--- src/rtl/conv_ctrl_regs.vh ---
// register offsets, field positions, reset values and timing counts for the converter control block
// How it works
// - alignment bit one gives left-justified result
// - alignment change shows at once in data
// - selector latched only at conversion completion
// - codes 0-7 single inputs, 30 bandgap, 31 ground
// - codes 8-29 pick differential pair and gain
// - clearing enable aborts conversion, no result
// - single mode: each start, one conversion
// - free running: start begins, rest follow
// - first conversion 25 cycles, later 13
// - start reads one while busy, zero ignored
// - auto trigger starts on trigger rising edge
// - done flag set as result is stored
// - irq only when flag, enable, global set
// - flag cleared by vector taken or one-write
// - converter clock divided by divider code
// - low byte read freezes data till high
// - free running code makes no trigger event
`ifndef CONV_CTRL_REGS_VH
`define CONV_CTRL_REGS_VH

// register byte addresses (index times four, printed offsets are not word aligned)
`define IDX_RESULT_LOW 8'h78
`define IDX_RESULT_HIGH 8'h79
`define IDX_CONTROL_STATUS 8'h7a
`define IDX_TRIGGER_SELECT 8'h7b
`define IDX_INPUT_SELECT 8'h7c
`define ADDR_RESULT_LOW 10'h1e0
`define ADDR_RESULT_HIGH 10'h1e4
`define ADDR_CONTROL_STATUS 10'h1e8
`define ADDR_TRIGGER_SELECT 10'h1ec
`define ADDR_INPUT_SELECT 10'h1f0

// control/status fields
`define CS_ENABLE 7
`define CS_START 6
`define CS_AUTO 5
`define CS_DONE 4
`define CS_IRQ_EN 3
`define CS_DIV_HI 2
`define CS_DIV_LO 0

// input select fields
`define IS_LEFT 5
`define IS_SEL_HI 4
`define IS_SEL_LO 0

// reset values
`define RST_CONTROL_STATUS 8'h00
`define RST_INPUT_SELECT 8'h00
`define RST_TRIGGER_SELECT 3'h0

// conversion lengths in converter clock cycles, then the free running trigger code
`define FIRST_CONV_CYCLES 5'h19
`define NORMAL_CONV_CYCLES 5'h0d
`define TRIG_FREE_RUNNING 3'h0

`endif

--- src/rtl/conv_clock_divider.v ---
// converter clock tick generator dividing the system clock
`timescale 1ns/10ps
module conv_clock_divider (
  // clock and reset
  input wire i_core_clk,
  input wire i_rst_n,
  input wire i_ce,
  // control
  input wire i_run,
  input wire [2:0] i_div_sel,
  // converter clock tick, one system cycle wide
  output reg o_tick
);
  reg [6:0] count;

  // divisor minus one: codes 0 and 1 give 2, then doubling to 128
  function [6:0] div_limit;
    input [2:0] sel;
    begin
      if (sel == 3'h0)
        div_limit = 7'h01;
      else
        div_limit = (7'h01 << sel) - 7'h01;
    end
  endfunction

  // counter held at zero while off so every enable starts the same phase
  always @(posedge i_core_clk or negedge i_rst_n)
  begin
    if (!i_rst_n)
    begin
      count <= 7'h00;
      o_tick <= 1'b0;
    end
    else if (i_ce)
    begin
      if (!i_run)
      begin
        count <= 7'h00;
        o_tick <= 1'b0;
      end
      else if (count >= div_limit(i_div_sel))
      begin
        count <= 7'h00;
        o_tick <= 1'b1;
      end
      else
      begin
        count <= count + 7'h01;
        o_tick <= 1'b0;
      end
    end
  end
endmodule // conv_clock_divider

--- src/rtl/trigger_edge_detect.v ---
// synchroniser and rising-edge detector for the auto trigger sources
`timescale 1ns/10ps
`include "conv_ctrl_regs.vh"
module trigger_edge_detect (
  // clock and reset
  input wire i_core_clk,
  input wire i_rst_n,
  input wire i_ce,
  // trigger sources, bit 0 unused (free running)
  input wire [7:0] i_sources,
  input wire [2:0] i_select,
  // edge pulse
  output wire o_edge
);
  reg [7:0] sync1;
  reg [7:0] sync2;
  reg [7:0] sync3;
  reg [7:0] level;
  reg prev_level;
  wire [7:0] next_level;
  wire selected;

  // a change counts only once the last two stages agree
  assign next_level = (sync2 & sync3) | (level & (sync2 | sync3));
  assign selected = level[i_select];
  // switching source can make an edge, but never into free running
  assign o_edge = selected & !prev_level & (i_select != `TRIG_FREE_RUNNING);

  always @(posedge i_core_clk or negedge i_rst_n)
  begin
    if (!i_rst_n)
    begin
      sync1 <= 8'h00;
      sync2 <= 8'h00;
      sync3 <= 8'h00;
      level <= 8'h00;
      prev_level <= 1'b0;
    end
    else if (i_ce)
    begin
      sync1 <= i_sources;
      sync2 <= sync1;
      sync3 <= sync2;
      level <= next_level;
      prev_level <= selected;
    end
  end
endmodule // trigger_edge_detect

--- src/rtl/conv_ctrl.v ---
// converter channel and conversion control with a classic wishbone register slave
`timescale 1ns/10ps
`include "conv_ctrl_regs.vh"
module conv_ctrl (
  // clock and reset
  input wire i_core_clk,
  input wire i_rst_n,
  input wire i_ce,
  // wishbone slave
  input wire i_wb_cyc,
  input wire i_wb_stb,
  input wire i_wb_we,
  input wire [9:0] i_wb_adr,
  input wire [3:0] i_wb_sel,
  input wire [31:0] i_wb_dat,
  output reg [31:0] o_wb_dat,
  output reg o_wb_ack,
  // processor side
  input wire i_global_irq_en,
  input wire i_irq_vector_taken,
  output wire o_done_irq,
  // trigger sources, bit n for source code n
  input wire [7:0] i_trigger_sources,
  // converter core
  output reg o_conv_power,
  output reg o_conv_clk_tick,
  output reg o_sample_start,
  output reg o_conv_init,
  output reg [4:0] o_channel_gain_selector,
  output reg [3:0] o_pos_input,
  output reg [3:0] o_neg_input,
  output reg [1:0] o_gain_code,
  output reg o_differential,
  input wire [9:0] i_conv_result
);
  // one-hot states
  localparam ST_IDLE = 2'b01;
  localparam ST_CONV = 2'b10;

  reg [1:0] state;
  reg converter_enable_bit;
  reg auto_trigger_enable;
  reg conversion_done_flag;
  reg done_irq_enable;
  reg [2:0] clock_divider_select;
  reg left_justify_bit;
  reg [4:0] channel_gain_selector;
  reg [1:0] reference_bits;
  reg [2:0] trigger_source_select;
  reg first_pending;
  reg start_request;
  reg [4:0] cycles_left;
  reg [9:0] result;
  reg [9:0] shown_result;
  reg frozen;
  wire tick;
  wire trig_edge;
  wire bus_req;
  wire wr;
  wire rd;
  wire wr_cs;
  wire [7:0] wd;
  wire done_now;
  wire [15:0] data_reg;
  wire free_running;

  // returns positive input, negative input, gain code, differential for a selector
  // gain code: 0 none, 1 x1, 2 x10, 3 x200
  function [10:0] route;
    input [4:0] s;
    begin
      if (s[4:3] == 2'b00)
        route = {1'b0, s[2:0], 4'h0, 2'b00, 1'b0};
      else if (s == 5'h1e)
        route = {4'h8, 4'h0, 2'b00, 1'b0};
      else if (s == 5'h1f)
        route = {4'h9, 4'h0, 2'b00, 1'b0};
      else if (s[4:3] == 2'b01)
        route = {2'b00, s[2], s[0], 2'b00, s[2], 1'b0, s[1] ? 2'b11 : 2'b10, 1'b1};
      else if (s[4:3] == 2'b10)
        route = {1'b0, s[2:0], 4'h1, 2'b01, 1'b1};
      else
        route = {2'b00, s[1:0] + 2'b00, 4'h2, 2'b01, 1'b1};
    end
  endfunction

  conv_clock_divider u_div (
    .i_core_clk(i_core_clk),
    .i_rst_n(i_rst_n),
    .i_ce(i_ce),
    .i_run(converter_enable_bit),
    .i_div_sel(clock_divider_select),
    .o_tick(tick)
  );

  trigger_edge_detect u_trig (
    .i_core_clk(i_core_clk),
    .i_rst_n(i_rst_n),
    .i_ce(i_ce),
    .i_sources(i_trigger_sources),
    .i_select(trigger_source_select),
    .o_edge(trig_edge)
  );

  // bus decode, one wait state then ack
  assign bus_req = i_wb_cyc & i_wb_stb & !o_wb_ack;
  assign wr = bus_req & i_wb_we & i_wb_sel[0];
  assign rd = bus_req & !i_wb_we;
  assign wd = i_wb_dat[7:0];
  assign wr_cs = wr & (i_wb_adr == `ADDR_CONTROL_STATUS);
  assign done_now = (state == ST_CONV) & tick & (cycles_left == 5'h01) & converter_enable_bit;
  assign free_running = auto_trigger_enable & (trigger_source_select == `TRIG_FREE_RUNNING);
  assign o_done_irq = conversion_done_flag & done_irq_enable & i_global_irq_en;

  // layout follows the alignment bit combinationally, no latching
  assign data_reg = left_justify_bit ? {shown_result, 6'h00} : {6'h00, shown_result};

  // wishbone answer
  always @(posedge i_core_clk or negedge i_rst_n)
  begin
    if (!i_rst_n)
    begin
      o_wb_ack <= 1'b0;
      o_wb_dat <= 32'h00000000;
    end
    else if (i_ce)
    begin
      o_wb_ack <= bus_req;
      if (rd)
      begin
        if (i_wb_adr == `ADDR_RESULT_LOW)
          o_wb_dat <= {24'h000000, data_reg[7:0]};
        else if (i_wb_adr == `ADDR_RESULT_HIGH)
          o_wb_dat <= {24'h000000, data_reg[15:8]};
        else if (i_wb_adr == `ADDR_CONTROL_STATUS)
          o_wb_dat <= {24'h000000, converter_enable_bit, state == ST_CONV || start_request,
            auto_trigger_enable, conversion_done_flag, done_irq_enable, clock_divider_select};
        else if (i_wb_adr == `ADDR_TRIGGER_SELECT)
          o_wb_dat <= {29'h00000000, trigger_source_select};
        else if (i_wb_adr == `ADDR_INPUT_SELECT)
          o_wb_dat <= {24'h000000, reference_bits, left_justify_bit, channel_gain_selector};
        else
          o_wb_dat <= 32'h00000000;
      end
    end
  end

  // register writes; the done flag set wins over a clear in the same cycle
  always @(posedge i_core_clk or negedge i_rst_n)
  begin
    if (!i_rst_n)
    begin
      converter_enable_bit <= 1'b0;
      auto_trigger_enable <= 1'b0;
      conversion_done_flag <= 1'b0;
      done_irq_enable <= 1'b0;
      clock_divider_select <= 3'h0;
      left_justify_bit <= 1'b0;
      channel_gain_selector <= 5'h00;
      reference_bits <= 2'b00;
      trigger_source_select <= `RST_TRIGGER_SELECT;
    end
    else if (i_ce)
    begin
      if (wr_cs)
      begin
        converter_enable_bit <= wd[`CS_ENABLE];
        auto_trigger_enable <= wd[`CS_AUTO];
        done_irq_enable <= wd[`CS_IRQ_EN];
        clock_divider_select <= wd[`CS_DIV_HI:`CS_DIV_LO];
      end
      if (wr & (i_wb_adr == `ADDR_INPUT_SELECT))
      begin
        left_justify_bit <= wd[`IS_LEFT];
        channel_gain_selector <= wd[`IS_SEL_HI:`IS_SEL_LO];
        reference_bits <= wd[7:6];
      end
      if (wr & (i_wb_adr == `ADDR_TRIGGER_SELECT))
        trigger_source_select <= wd[2:0];
      if (done_now)
        conversion_done_flag <= 1'b1;
      else if (i_irq_vector_taken | (wr_cs & wd[`CS_DONE]))
        conversion_done_flag <= 1'b0;
    end
  end

  // start requests from software, trigger or free running chain
  always @(posedge i_core_clk or negedge i_rst_n)
  begin
    if (!i_rst_n)
      start_request <= 1'b0;
    else if (i_ce)
    begin
      if (wr_cs & !wd[`CS_ENABLE])
        start_request <= 1'b0;
      else if (wr_cs & wd[`CS_START])
        start_request <= 1'b1;
      else if (auto_trigger_enable & trig_edge & converter_enable_bit)
        start_request <= 1'b1;
      else if (done_now & free_running)
        start_request <= 1'b1;
      else if (state == ST_CONV)
        start_request <= 1'b0;
    end
  end

  // conversion sequencer, counting converter clock ticks
  always @(posedge i_core_clk or negedge i_rst_n)
  begin
    if (!i_rst_n)
    begin
      state <= ST_IDLE;
      cycles_left <= 5'h00;
      first_pending <= 1'b1;
      result <= 10'h000;
      o_channel_gain_selector <= 5'h00;
      o_sample_start <= 1'b0;
      o_conv_init <= 1'b0;
    end
    else if (i_ce)
    begin
      o_sample_start <= 1'b0;
      if (!converter_enable_bit)
      begin
        state <= ST_IDLE;
        first_pending <= 1'b1;
        o_conv_init <= 1'b0;
      end
      else
        case (state)
          ST_IDLE:
          begin
            if (start_request)
            begin
              state <= ST_CONV;
              cycles_left <= first_pending ? `FIRST_CONV_CYCLES : `NORMAL_CONV_CYCLES;
              o_conv_init <= first_pending;
              first_pending <= 1'b0;
              o_sample_start <= 1'b1;
            end
          end
          ST_CONV:
          begin
            if (tick)
            begin
              cycles_left <= cycles_left - 5'h01;
              if (cycles_left == 5'h01)
              begin
                state <= ST_IDLE;
                result <= i_conv_result;
                o_conv_init <= 1'b0;
                o_channel_gain_selector <= channel_gain_selector;
              end
            end
          end
          default:
            state <= ST_IDLE;
        endcase
    end
  end

  // data register held after a low read until the high byte is read
  always @(posedge i_core_clk or negedge i_rst_n)
  begin
    if (!i_rst_n)
    begin
      frozen <= 1'b0;
      shown_result <= 10'h000;
    end
    else if (i_ce)
    begin
      if (rd & (i_wb_adr == `ADDR_RESULT_LOW))
        frozen <= 1'b1;
      else if (rd & (i_wb_adr == `ADDR_RESULT_HIGH))
        frozen <= 1'b0;
      if (!frozen)
        shown_result <= result;
    end
  end

  // power, tick and analogue steering outputs registered, the steering from the latched selector
  always @(posedge i_core_clk or negedge i_rst_n)
  begin
    if (!i_rst_n)
    begin
      o_conv_power <= 1'b0;
      o_conv_clk_tick <= 1'b0;
      o_pos_input <= 4'h0;
      o_neg_input <= 4'h0;
      o_gain_code <= 2'b00;
      o_differential <= 1'b0;
    end
    else if (i_ce)
    begin
      o_conv_power <= converter_enable_bit;
      o_conv_clk_tick <= tick;
      {o_pos_input, o_neg_input, o_gain_code, o_differential} <= route(o_channel_gain_selector);
    end
  end
endmodule // conv_ctrl

--- config.mk ---
export PLATFORM = sky130hd
export DESIGN_NAME = conv_ctrl
export DESIGN_NICKNAME = d
export VERILOG_FILES = /design/src/rtl/conv_clock_divider.v /design/src/rtl/trigger_edge_detect.v /design/src/rtl/conv_ctrl.v
export VERILOG_INCLUDE_DIRS = /design/src /design/src/rtl
export SDC_FILE = /design/constraint.sdc
export NUM_CORES = 1
export LEC_CHECK = 0
export BUFFER_PORTS_ARGS = -buffer_cell sky130_fd_sc_hd__clkbuf_2
export CAP_MARGIN = 0
export CORE_MARGIN = 8
export CORE_UTILIZATION = 55
export CTS_CLUSTER_SIZE = 28
export DETAILED_ROUTE_END_ITERATION = 8
export PLACE_DENSITY = 0.81
export SYNTH_ARGS = -nofsm -noshare
export SYNTH_HDL_FRONTEND = slang
export SYNTH_SLANG_ARGS = --single-unit
export TNS_END_PERCENT = 20
--- constraint.sdc ---
create_clock -name i_core_clk -period 2.75 [get_ports i_core_clk]
set_input_delay 0.275 -clock i_core_clk [delete_from_list [all_inputs] [get_ports i_core_clk]]
set_output_delay 0.275 -clock i_core_clk [all_outputs]
set_load 0.02 [all_outputs]
# Yosys cells after proc, flatten, opt, wreduce, memory -nomap -nowiden
# Index checks and enable logic that the tools add are counted.
[classes]
n_addsub = 3
multipliers = 0
div = 0
magnitude_cmp = 2
eq_ne = 20
shifts = 1
mux = 50
n_bitwise = 30
n_reduce_logical = 26
[ops]
columns = ["op", "n"]
rows = [
  ["10-bit by 9-bit == test with 1-bit output, second input constant", 5],
  ["8-bit 2-to-1 mux", 5],
  ["7-bit 2-to-1 mux", 5],
  ["11-bit 2-to-1 mux", 3],
  ["1-bit bitwise AND", 24],
  ["1-bit 2-to-1 mux", 23],
  ["10-bit 2-to-1 mux", 2],
  ["8-bit bitwise AND", 2],
  ["16-bit 2-to-1 mux", 1],
  ["8-bit OR", 2],
  ["2-bit AND reduction", 8],
  ["5-bit 2-to-1 mux", 3],
  ["5-bit AND reduction", 3],
  ["5-bit == test, second input constant", 2],
  ["5-bit one-hot mux with 2 select lines", 1],
  ["2-bit 2-to-1 mux", 4],
  ["7-bit by 1-bit adder with 7-bit output, second input constant", 1],
  ["7-bit greater-or-equal comparator", 1],
  ["1-bit by 3-bit left shift with 7-bit output, first input constant", 1],
  ["7-bit by 1-bit subtractor with 7-bit output, second input constant", 1],
  ["3-bit zero test", 2],
  ["2-bit by 1-bit != test with 1-bit output, second input constant", 3],
  ["3-bit != test, second input constant", 2],
  ["2-bit nonzero test", 3],
  ["other kinds (20)", 25],
]
[totals]
regBits = 142
latch_bits = 0
ram_bits = 0
romBits = 0
input_bits = 72
output_inout_bits = 54
mem_count = 0

# Logic depth before layout (Yosys ltp)
# Gate-level depths: netlist (run 1).
[logic_depth]
word_depth = 9
depth_mapped = 8
mapped_depth_nobuf = 7

# Modules after synthesis
# Synthesis (run 1) repeated with hierarchy kept, for this count alone.
[hier_totals]
cells_unflattened = 507
hier_area_um2 = 5738.0
[by_module_without_submodules]
columns = ["module", "instances", "cells_each", "area_per_inst_um2"]
rows = [
  ["conv_ctrl", 1, 333, 3796.1],
  ["trigger_edge_detect", 1, 116, 1381.3],
  ["conv_clock_divider", 1, 58, 560.5],
]

# Worst setup path after synthesis (run 1)
# No wires, ideal clock.
[synth_timing]
kind = "flip-flop to flip-flop"
startpoint = "register clock_divider_select[1]"
endpoint = "register u_div.count[4]"
arrival_time_ns = 1.865
required_time_ns = 2.667
slack_ns = 0.802
path_stages_with_launch = 8
period_less_slack_ns = 1.948
path_cell_list = "dfrtp_1 -> o21ai_0 -> ha_1 -> a211oi_1 -> nand2_1 -> o221ai_1 -> nand2_1 -> o22ai_1"
[synth_between]
elab_chain_cells = 8
word_cells_on_any_way = 9
[synth_rtl]
columns = ["element", "line_no", "source"]
rows = [
  ["from (decl)", "conv_ctrl.v:45", "reg [2:0] clock_divider_select;"],
  ["from (signal assigned)", "conv_ctrl.v:170", "clock_divider_select <= wd[`CS_DIV_HI:`CS_DIV_LO];"],
  ["1-bit by 3-bit left shift with 7-bit output", "conv_clock_divider.v:23", "div_limit = (7'h01 << sel) - 7'h01;"],
  ["7-bit by 1-bit subtractor with 7-bit output", "conv_clock_divider.v:23", ""],
  ["7-bit 2-to-1 mux (*)", "conv_clock_divider.v:20", "if (sel == 3'h0)"],
  ["7-bit 2-to-1 mux (*)", "conv_clock_divider.v:37", "if (!i_run)"],
  ["7-bit 2-to-1 mux (*)", "conv_clock_divider.v:35", "else if (i_ce)"],
  ["7-bit greater-or-equal comparator (*)", "conv_clock_divider.v:42", "else if (count >= div_limit(i_div_sel))"],
  ["7-bit 2-to-1 mux (*)", "conv_clock_divider.v:42", ""],
  ["7-bit 2-to-1 mux (*)", "conv_clock_divider.v:37", ""],
  ["to (signal assigned)", "conv_clock_divider.v:49", "count <= count + 7'h01;"],
  ["to (decl)", "conv_clock_divider.v:14", "reg [6:0] count;"],
]
# Mark *: on every way between the ends. The rest lies on a longest branch, timed or not. The select of a mux whose other input is x is not followed.
# A chain may end at the register's enable or synchronous reset.

# Final worst setup path (run 1)
[layout_timing]
startpoint = "register clock_divider_select[1]"
endpoint = "register u_div.count[5]"
# Same word-level chain as after synthesis.

==> impl_metrics.xml, run 1 <==
<?xml version="1.0" encoding="UTF-8"?>
<metrics>
  <group name="detailed_routing">
    <metric name="detail_routed_net_length_per_standard_cell" unit="µm">17.0</metric>
    <metric name="via_count" unit="">4342</metric>
    <metric name="drt.antenna.violating_nets" unit="">0</metric>
    <metric name="drtIter0Drc" unit="">328</metric>
    <metric name="drt-vias-per-instance" unit="">5.67</metric>
    <metric name="first_pass_iters" unit="">5</metric>
    <metric name="routed_wirelength" unit="µm">13000</metric>
    <metric name="post-route-drc-count" unit="">0</metric>
  </group>
  <group name="die">
    <metric name="area_of_the_placeable_core" unit="mm²">0.0102</metric>
    <metric name="ios" unit="">126</metric>
    <metric name="die_outline_width" unit="µm">118</metric>
    <metric name="die_y" unit="µm">118</metric>
    <metric name="fp.dieArea" unit="mm²">0.0140</metric>
    <metric name="floorplan.rows" unit="">37</metric>
    <metric name="start_util" unit="">0.561</metric>
  </group>
  <group name="logic_synthesis">
    <metric name="avgSynthCellArea" unit="µm²">11.0</metric>
    <metric name="post_synthesis_cell_area" unit="mm²">0.00574</metric>
    <metric name="synth_warnings" unit="">0</metric>
    <metric name="synth_async_sr_flop_share" unit="">1.00</metric>
    <metric name="synth_top_flop_cell" unit="">sky130_fd_sc_hd__dfrtp_1</metric>
    <metric name="synth_enable_flop_cells" unit="">0</metric>
    <metric name="yosysUniqueCellTypes" unit="">66</metric>
    <metric name="ys_ff_latch" unit="">116</metric>
    <metric name="seq_area_frac_synth" unit="">0.506</metric>
    <metric name="synth_cells" unit="">524</metric>
  </group>
  <group name="global_route">
    <metric name="first_pass_grt_wire_length" unit="µm">22200</metric>
    <metric name="vias_in_the_first_global_route" unit="">4507</metric>
    <metric name="grt_usage" unit="">0.195</metric>
    <metric name="maximum_number_of_pins_on_one_net_before_global_route_repair" unit="">51</metric>
    <metric name="grt_antenna_before_repair" unit="">0</metric>
    <metric name="grt.overflow.total" unit="">0</metric>
  </group>
  <group name="final_layout">
    <metric name="antenna_cells_inserted" unit="">0</metric>
    <metric name="area_delta_synth_final" unit="%">21.2</metric>
    <metric name="drive_gt1_frac" unit="">0.295</metric>
    <metric name="most-common-layout-cells" unit="">sky130_fd_sc_hd__dfrtp_1 (114), sky130_fd_sc_hd__clkbuf_2 (71), sky130_fd_sc_hd__mux2_2 (61)</metric>
    <metric name="layout.cells.most_common" unit="">sky130_fd_sc_hd__dfrtp_1</metric>
    <metric name="final_net_count" unit="">698</metric>
  </group>
  <group name="setup_path">
    <metric name="r2r-start" unit="">clock_divider_select[1]</metric>
    <metric name="worst_ep_arrival_time" unit="ps">2870</metric>
    <metric name="worstPathRequired" unit="ps">3180</metric>
    <metric name="critPathLaunch" unit="">clock_divider_select[1]</metric>
    <metric name="worstSetupPathType" unit="">reg -&gt; reg</metric>
    <metric name="worstSetupEndpointType" unit="">flip-flop</metric>
    <metric name="worstSetupStartpointType" unit="">flip-flop</metric>
    <metric name="crit_fanout" unit="">8</metric>
  </group>
  <group name="worst_hold_path">
    <metric name="min-delay-start" unit="">i_wb_dat[6]</metric>
    <metric name="timing.hold.worst.class" unit="">in -&gt; reg</metric>
  </group>
  <group name="sta">
    <metric name="setup_viol" unit="">0</metric>
    <metric name="hold_slack" unit="ps">42.3</metric>
    <metric name="final-hold-violation-count" unit="">0</metric>
    <metric name="maxSlewViolCount" unit="">0</metric>
    <metric name="totalNegativeSetupSlack" unit="ps">0</metric>
    <metric name="worst_slew_pin_slew" unit="ps">738</metric>
    <metric name="upper_clock_frequency_limit" unit="MHz">410</metric>
    <metric name="final.period_utilization" unit="">0.888</metric>
    <metric name="relSlewSlack" unit="">0.507</metric>
    <metric name="rsz0062_at_grt" unit="">false</metric>
    <metric name="clock-skew-final" unit="ps">10.0</metric>
    <metric name="finalWorstPathRequiredPeriod" unit="ps">2440</metric>
  </group>
  <group name="placed_design">
    <metric name="hpwl" unit="µm">8940</metric>
    <metric name="gp_routability_congestion" unit="">0.935</metric>
    <metric name="place.port_buffers" unit="">72</metric>
  </group>
  <group name="pwr">
    <metric name="power.share.combinational" unit="">0.093</metric>
    <metric name="power_switching" unit="mW">1.08</metric>
    <metric name="cellInternalPower" unit="mW">3.64</metric>
    <metric name="power.share.switching" unit="">0.229</metric>
    <metric name="share_seq_of_total_power" unit="">0.407</metric>
    <metric name="p_leak" unit="nW">3.30</metric>
    <metric name="total_power" unit="mW">4.72</metric>
    <metric name="max_vdd_drop" unit="mV">0.626</metric>
    <metric name="power-per-cell-area" unit="mW/mm²">679</metric>
    <metric name="share_clk_of_total_power" unit="">0.501</metric>
  </group>
  <group name="clock_network">
    <metric name="tritoncts_num_sinks" unit="">116</metric>
    <metric name="cts.htree.levels" unit="">4</metric>
    <metric name="cts_post_setup_buffers_inserted" unit="">0</metric>
    <metric name="worst_setup_hold_path_clk_slew" unit="ps">60</metric>
    <metric name="tritoncts.num_buffers" unit="">17</metric>
    <metric name="worst_skew_pair.late_latency" unit="ps">520</metric>
    <metric name="ctsLongestPathBuffers" unit="">2</metric>
    <metric name="tritoncts" unit="">built</metric>
    <metric name="cts_root_buffer" unit="">sky130_fd_sc_hd__clkbuf_8</metric>
  </group>
  <group name="job">
    <metric name="max_cap_viol_count" unit="">0</metric>
  </group>
  <group name="status">
    <metric name="status" unit="">finished clean</metric>
  </group>
</metrics>
-- layout make-up --
class                   count  area, µm²
clock buffers              23        467
clock inverters             9        174
fillers                   746       3270
inverters                  25       93.8
multi-input cells         357       2510
flip-flops and latches    116       2910
well taps                 136        170
repair buffers            100        638
-- synthesized netlist by cell type (3+ instances only) --
| cell | number | share of area |
|---|---|---|
| sky130_fd_sc_hd__dfrtp_1 | 114 | 0.50 |
| sky130_fd_sc_hd__mux2_2 | 61 | 0.12 |
| sky130_fd_sc_hd__o21ai_0 | 45 | 0.039 |
| sky130_fd_sc_hd__nand2_1 | 38 | 0.025 |
| sky130_fd_sc_hd__a21oi_1 | 31 | 0.027 |
| sky130_fd_sc_hd__buf_4 | 30 | 0.039 |
| sky130_fd_sc_hd__inv_1 | 25 | 0.016 |
| sky130_fd_sc_hd__nor2_1 | 23 | 0.015 |
| sky130_fd_sc_hd__nand3_1 | 18 | 0.016 |
| sky130_fd_sc_hd__buf_2 | 11 | 0.0096 |
| sky130_fd_sc_hd__ha_1 | 9 | 0.020 |
| sky130_fd_sc_hd__mux2i_1 | 7 | 0.012 |
| sky130_fd_sc_hd__a31oi_1 | 6 | 0.0065 |
| sky130_fd_sc_hd__clkbuf_1 | 6 | 0.0039 |
| sky130_fd_sc_hd__nor2b_1 | 6 | 0.0065 |
| sky130_fd_sc_hd__nand2b_1 | 5 | 0.0054 |
| sky130_fd_sc_hd__nand4_1 | 5 | 0.0054 |
| sky130_fd_sc_hd__nor3_1 | 5 | 0.0044 |
| sky130_fd_sc_hd__a21o_1 | 4 | 0.0052 |
| sky130_fd_sc_hd__a22oi_1 | 4 | 0.0052 |
| sky130_fd_sc_hd__and3_1 | 4 | 0.0044 |
| sky130_fd_sc_hd__o22ai_1 | 4 | 0.0044 |
| sky130_fd_sc_hd__o41ai_1 | 4 | 0.0061 |
| sky130_fd_sc_hd__o31ai_1 | 3 | 0.0039 |
-- power groups by stage --
stage / Sequential, mW / Combinational [mW] / Clock (mW)
global route: 1.94 / 0.496 / 2.48
detailed placement: 1.95 / 0.411 / 0
CTS: 1.92 / 0.440 / 2.40
floorplan: 1.95 / 0.273 / 0
global placement: 1.94 / 0.393 / 0
finish: 1.92 / 0.437 / 2.36
-- per-layer routing --
metal,wire (µm),up-vias,global-route usage
met5,0,-,0
met4,343,0,0.0897
met3,1010,33,0.0747
met2,6450,165,0.317
met1,5240,2119,0.224
li1,-,2025,-
-- metrics by stage --
step                cells  utilization  area (µm²)  setup WS, ps
floorplan             549            -        5830           802
global placement      713        0.597        6110           538
detailed placement    713        0.597        6110           460
CTS                   766        0.680        6960           356
global route          766        0.680        6960           114
finish                766        0.680        6960           309
-- kinds of logic after synthesis --
family                   count (synthesis)  synth area share
flip-flops                             116             0.506
multiplexers                            69             0.136
buffers and inverters                   76            0.0732
XOR/XNOR                                 2           0.00305
other                                    1          0.000653
AND/OR/NAND/NOR                        128             0.129
AO/OA/AOI/OAI                          123             0.132
adder cells (fa/ha/maj)                  9            0.0196
-- flip-flops by register name (all words and copies together), names as in the netlist, 4 cells and up --
signal / flops
channel_gain_selector: 5
cycles_left: 5
o_channel_gain_selector: 5
o_pos_input: 4
o_wb_dat: 8
result: 10
shown_result: 10
u_div.count: 7
u_trig.level: 8
u_trig.sync1: 8
u_trig.sync2: 8
u_trig.sync3: 8
-- worst max-delay path: stages (launching register included) --
cell and delay [ps]:
sky130_fd_sc_hd__dfrtp_1 440, sky130_fd_sc_hd__o21ai_0 230, sky130_fd_sc_hd__ha_1 290, sky130_fd_sc_hd__a211oi_1 330, sky130_fd_sc_hd__nand2_1 90, sky130_fd_sc_hd__o221ai_1 480
sky130_fd_sc_hd__nand2_1 260, sky130_fd_sc_hd__o22ai_1 220
-- timing repair --
item / CTS / global route
endpoints found under the hold margin: 43 / 0
hold buffers: 21 / 0
gates resized for setup: 0 / 0
-- worst paths after layout --
kind	end	slack (ps)	cells after the start
min	reference_bits[0]	40	2
max in group asynchronous	o_gain_code[1]	1870	3
min reg2reg	o_conv_init	480	2
max reg2reg	u_div.count[5]	310	7
max	u_div.count[5]	310	7
min in group asynchronous	result[6]	210	2
(Power assumes the default switching activity.)
==> inputs of run 2 (changes only) <==
--- a/config.mk
+++ b/config.mk
@@ -6,6 +6,7 @@
 export SDC_FILE = /design/constraint.sdc
 export NUM_CORES = 1
 export LEC_CHECK = 0
+export ABC_AREA = 1
 export BUFFER_PORTS_ARGS = -buffer_cell sky130_fd_sc_hd__clkbuf_2
 export CAP_MARGIN = 0
 export CORE_MARGIN = 8
==> impl_metrics.xml, run 2 <==
<?xml version="1.0" encoding="UTF-8"?>
<metrics>
  <group name="status">
    <metric name="status" unit="">finished clean</metric>
  </group>
  <group name="setup_path">
    <metric name="worstSetupEndpointType" unit="">flip-flop</metric>
    <metric name="critical_path.most_common_cell" unit="">sky130_fd_sc_hd__nand2_1</metric>
    <metric name="worst_ep_arrival_time" unit="ps">2290</metric>
    <metric name="critical_path.slowest_cell" unit="">sky130_fd_sc_hd__nor2_1</metric>
    <metric name="worst-r2r-cell-count" unit="">6</metric>
    <metric name="worstReg2RegEnd" unit="">channel_gain_selector[4]</metric>
    <metric name="timing.critical_path.max_delay_family" unit="">simple AND/OR/NAND/NOR gates</metric>
    <metric name="crit_fanout" unit="">12</metric>
    <metric name="worstPathRequired" unit="ps">3130</metric>
    <metric name="cp_cell_sequence" unit="">nor2_1 &gt; nand2_1 &gt; nor2_1 &gt; nand2_1 &gt; nand2_1 &gt; o21ai_0</metric>
    <metric name="worstSetupStartpointType" unit="">flip-flop</metric>
    <metric name="buffer_and_inverter_count_on_the_worst_path" unit="">0</metric>
    <metric name="worstSetupPathType" unit="">reg -&gt; reg</metric>
    <metric name="critPathMaxStageDelay" unit="ps">470</metric>
    <metric name="timing.reg2reg.setup_slack" unit="ps">840</metric>
    <metric name="r2r-start" unit="">o_wb_ack</metric>
  </group>
  <group name="global_route">
    <metric name="grt.overflow.total" unit="">0</metric>
    <metric name="grt_antenna_before_repair" unit="">0</metric>
    <metric name="maximum_number_of_pins_on_one_net_before_global_route_repair" unit="">54</metric>
    <metric name="grt_usage" unit="">0.203</metric>
    <metric name="vias_in_the_first_global_route" unit="">5044</metric>
    <metric name="first_pass_grt_wire_length" unit="µm">23500</metric>
  </group>
  <group name="detailed_routing">
    <metric name="detail_routed_net_length_per_standard_cell" unit="µm">15.0</metric>
    <metric name="drt-vias-per-instance" unit="">5.41</metric>
    <metric name="routed_wirelength" unit="µm">13800</metric>
    <metric name="first_pass_iters" unit="">5</metric>
    <metric name="drtIter0Drc" unit="">306</metric>
    <metric name="drt.antenna.violating_nets" unit="">0</metric>
    <metric name="post-route-drc-count" unit="">0</metric>
    <metric name="via_count" unit="">4988</metric>
  </group>
  <group name="clock_network">
    <metric name="cts_root_buffer" unit="">sky130_fd_sc_hd__clkbuf_8</metric>
    <metric name="tritoncts_num_sinks" unit="">116</metric>
    <metric name="tritoncts.num_buffers" unit="">17</metric>
    <metric name="worst_skew_pair.late_latency" unit="ps">520</metric>
    <metric name="tritoncts" unit="">built</metric>
    <metric name="cts.htree.levels" unit="">4</metric>
    <metric name="cts_post_setup_buffers_inserted" unit="">0</metric>
    <metric name="worst_setup_hold_path_clk_slew" unit="ps">60</metric>
    <metric name="ctsLongestPathBuffers" unit="">2</metric>
  </group>
  <group name="pwr">
    <metric name="power-per-cell-area" unit="mW/mm²">706</metric>
    <metric name="share_clk_of_total_power" unit="">0.416</metric>
    <metric name="power_switching" unit="mW">1.43</metric>
    <metric name="p_leak" unit="nW">3.57</metric>
    <metric name="power.share.combinational" unit="">0.158</metric>
    <metric name="total_power" unit="mW">4.86</metric>
    <metric name="share_seq_of_total_power" unit="">0.427</metric>
    <metric name="cellInternalPower" unit="mW">3.43</metric>
    <metric name="max_vdd_drop" unit="mV">0.413</metric>
    <metric name="power.share.switching" unit="">0.294</metric>
  </group>
  <group name="sta">
    <metric name="finalWorstPathRequiredPeriod" unit="ps">1910</metric>
    <metric name="clock-skew-final" unit="ps">8.43</metric>
    <metric name="final.period_utilization" unit="">0.694</metric>
    <metric name="final-hold-violation-count" unit="">0</metric>
    <metric name="setup_viol" unit="">0</metric>
    <metric name="relSlewSlack" unit="">0.446</metric>
    <metric name="upper_clock_frequency_limit" unit="MHz">524</metric>
    <metric name="worst_slew_pin_slew" unit="ps">828</metric>
    <metric name="totalNegativeSetupSlack" unit="ps">0</metric>
    <metric name="maxSlewViolCount" unit="">0</metric>
    <metric name="rsz0062_at_grt" unit="">false</metric>
  </group>
  <group name="logic_synthesis">
    <metric name="ys_ff_latch" unit="">116</metric>
    <metric name="cell_type_with_the_highest_aggregate_area_in_the_netlist" unit="">sky130_fd_sc_hd__dfrtp_1</metric>
    <metric name="ys_top_cells_by_area" unit="">sky130_fd_sc_hd__dfrtp_1 (50%), sky130_fd_sc_hd__nand2_1 (9.9%), sky130_fd_sc_hd__o21ai_0 (5.7%), sky130_fd_sc_hd__nor2_1 (4.4%), sky130_fd_sc_hd__inv_1 (4.2%)</metric>
    <metric name="yosysUniqueCellTypes" unit="">32</metric>
    <metric name="synth_top_flop_cell" unit="">sky130_fd_sc_hd__dfrtp_1</metric>
    <metric name="synth_cells" unit="">679</metric>
    <metric name="synth_enable_flop_cells" unit="">0</metric>
    <metric name="avgSynthCellArea" unit="µm²">8.45</metric>
    <metric name="seq_area_frac_synth" unit="">0.506</metric>
    <metric name="synth_async_sr_flop_share" unit="">1.00</metric>
    <metric name="synth_top_area_frac" unit="">0.497</metric>
    <metric name="ys_top_cells_by_count" unit="">sky130_fd_sc_hd__nand2_1 (151), sky130_fd_sc_hd__dfrtp_1 (114), sky130_fd_sc_hd__nor2_1 (67), sky130_fd_sc_hd__o21ai_0 (65), sky130_fd_sc_hd__inv_1 (64)</metric>
    <metric name="post-synth-top-count-cell" unit="">sky130_fd_sc_hd__nand2_1</metric>
    <metric name="post_synthesis_cell_area" unit="mm²">0.00574</metric>
    <metric name="synth_warnings" unit="">0</metric>
  </group>
  <group name="final_layout">
    <metric name="antenna_cells_inserted" unit="">0</metric>
    <metric name="most-common-layout-cells" unit="">sky130_fd_sc_hd__nand2_1 (151), sky130_fd_sc_hd__dfrtp_1 (114), sky130_fd_sc_hd__clkbuf_2 (71)</metric>
    <metric name="drive_gt1_frac" unit="">0.179</metric>
    <metric name="finalCoreUtilization" unit="">0.673</metric>
    <metric name="layout.cells.most_common" unit="">sky130_fd_sc_hd__nand2_1</metric>
    <metric name="fillerInstances" unit="">842</metric>
    <metric name="area_delta_synth_final" unit="%">20.1</metric>
    <metric name="multiInputGateArea" unit="mm²">0.00237</metric>
    <metric name="final_net_count" unit="">854</metric>
    <metric name="biggestRegsByFlops" unit="">result (10), shown_result (10)</metric>
    <metric name="register_area" unit="mm²">0.00291</metric>
  </group>
  <group name="worst_hold_path">
    <metric name="min-delay-start" unit="">i_irq_vector_taken</metric>
    <metric name="timing.hold.worst.class" unit="">in -&gt; reg</metric>
    <metric name="hold_path_cells" unit="">4</metric>
    <metric name="holdPathEnd" unit="">conversion_done_flag</metric>
  </group>
  <group name="die">
    <metric name="floorplan.rows" unit="">37</metric>
    <metric name="die_outline_width" unit="µm">118</metric>
    <metric name="area_of_the_placeable_core" unit="mm²">0.0102</metric>
    <metric name="start_util" unit="">0.561</metric>
    <metric name="fp.dieArea" unit="mm²">0.0140</metric>
    <metric name="die_y" unit="µm">118</metric>
    <metric name="ios" unit="">126</metric>
  </group>
  <group name="job">
    <metric name="max_cap_viol_count" unit="">0</metric>
  </group>
  <group name="placed_design">
    <metric name="place.port_buffers" unit="">72</metric>
    <metric name="hpwl" unit="µm">9670</metric>
    <metric name="gp_routability_congestion" unit="">0.977</metric>
  </group>
</metrics>
-- run 2: cell types whose count changed after synthesis, sizes merged, moves of 23 or more --
| cell | previous run | this run |
|---|---|---|
| nand2 | 38 | 154 |
| inv | 25 | 64 |
| mux2 | 61 | 18 |
| nand3 | 18 | 41 |
| nor2 | 25 | 69 |
| nand4 | 7 | 36 |
-- run 2: power by group through the flow --
stage	combinational, mW	sequential, mW	clock (mW)
4_1_cts	0.763	2.07	2.06
3_5_place_dp	0.734	2.10	0
6_report	0.767	2.08	2.02
3_3_place_gp	0.679	2.09	0
5_1_grt	0.867	2.10	2.12
2_1_floorplan	0.508	2.09	0
-- run 2: worst max-delay path by stage --
stage | from | end | slack (ps) | cells after the start
2_1_floorplan | clock_divider_select[1] | u_div.o_tick | 1110 | 9
5_1_grt | o_wb_ack | channel_gain_selector[4] | 650 | 6
4_1_cts | clock_divider_select[0] | u_div.count[5] | 880 | 6
3_5_place_dp | clock_divider_select[0] | u_div.count[5] | 860 | 6
3_3_place_gp | o_wb_ack | conversion_done_flag | 940 | 6
6_report | o_wb_ack | channel_gain_selector[4] | 840 | 6
-- run 2: layout make-up --
cell class,instances,area share
Clock buffer,20,0.0647
Clock inverter,12,0.0154
Inverter,65,0.0356
Multi-Input combinational cell,471,0.343
Sequential cell,116,0.422
Tap cell,136,0.0247
Timing Repair Buffer,102,0.0944
-- run 2: repair_timing --
| item | 4_1_cts | 5_1_grt |
|---|---|---|
| hold buffers | 20 | 0 |
| resized for setup | 0 | 0 |
| endpoints found under the hold margin | 69 | 0 |
-- run 2: tightest hold or removal path, stage by stage --
cell	delay [ps]
sky130_fd_sc_hd__clkbuf_2	80
sky130_fd_sc_hd__nand2_1	40
sky130_fd_sc_hd__nand2_1	40
sky130_fd_sc_hd__o21ai_0	70
-- run 2: per-stage QoR --
| step | hold slack [ps] | setup WS (ps) | area (µm²) | instances |
|---|---|---|---|---|
| 2_1_floorplan | -20.6 | 1110 | 5830 | 704 |
| 3_3_place_gp | 341 | 944 | 6140 | 870 |
| 3_5_place_dp | 346 | 860 | 6140 | 870 |
| 4_1_cts | 3.26 | 877 | 6890 | 922 |
| 5_1_grt | 30.8 | 653 | 6890 | 922 |
| 6_report | 30.8 | 841 | 6890 | 922 |
-- run 2: metal layers --
layer  track usage  routed length (µm)  up-vias
met3        0.0590                 860       38
li1              -                   -     2391
met5             0                   0        -
met1         0.245                5860     2366
met4         0.103                 374        0
met2         0.328                6700      193
-- run 2: logic make-up (layout without fill, tap and decap cells) --
kind of cell | Yosys count | count (layout) | synth area share
multiplexers | 19 | 19 | 0.0417
adder cells (fa/ha/maj) | 9 | 9 | 0.0196
other | 1 | 26 | 0.000654
AND/OR/NAND/NOR | 312 | 312 | 0.235
AO/OA/AOI/OAI | 104 | 104 | 0.0977
buffers and inverters | 117 | 199 | 0.0975
flip-flops | 116 | 116 | 0.506
XOR/XNOR | 1 | 1 | 0.00153
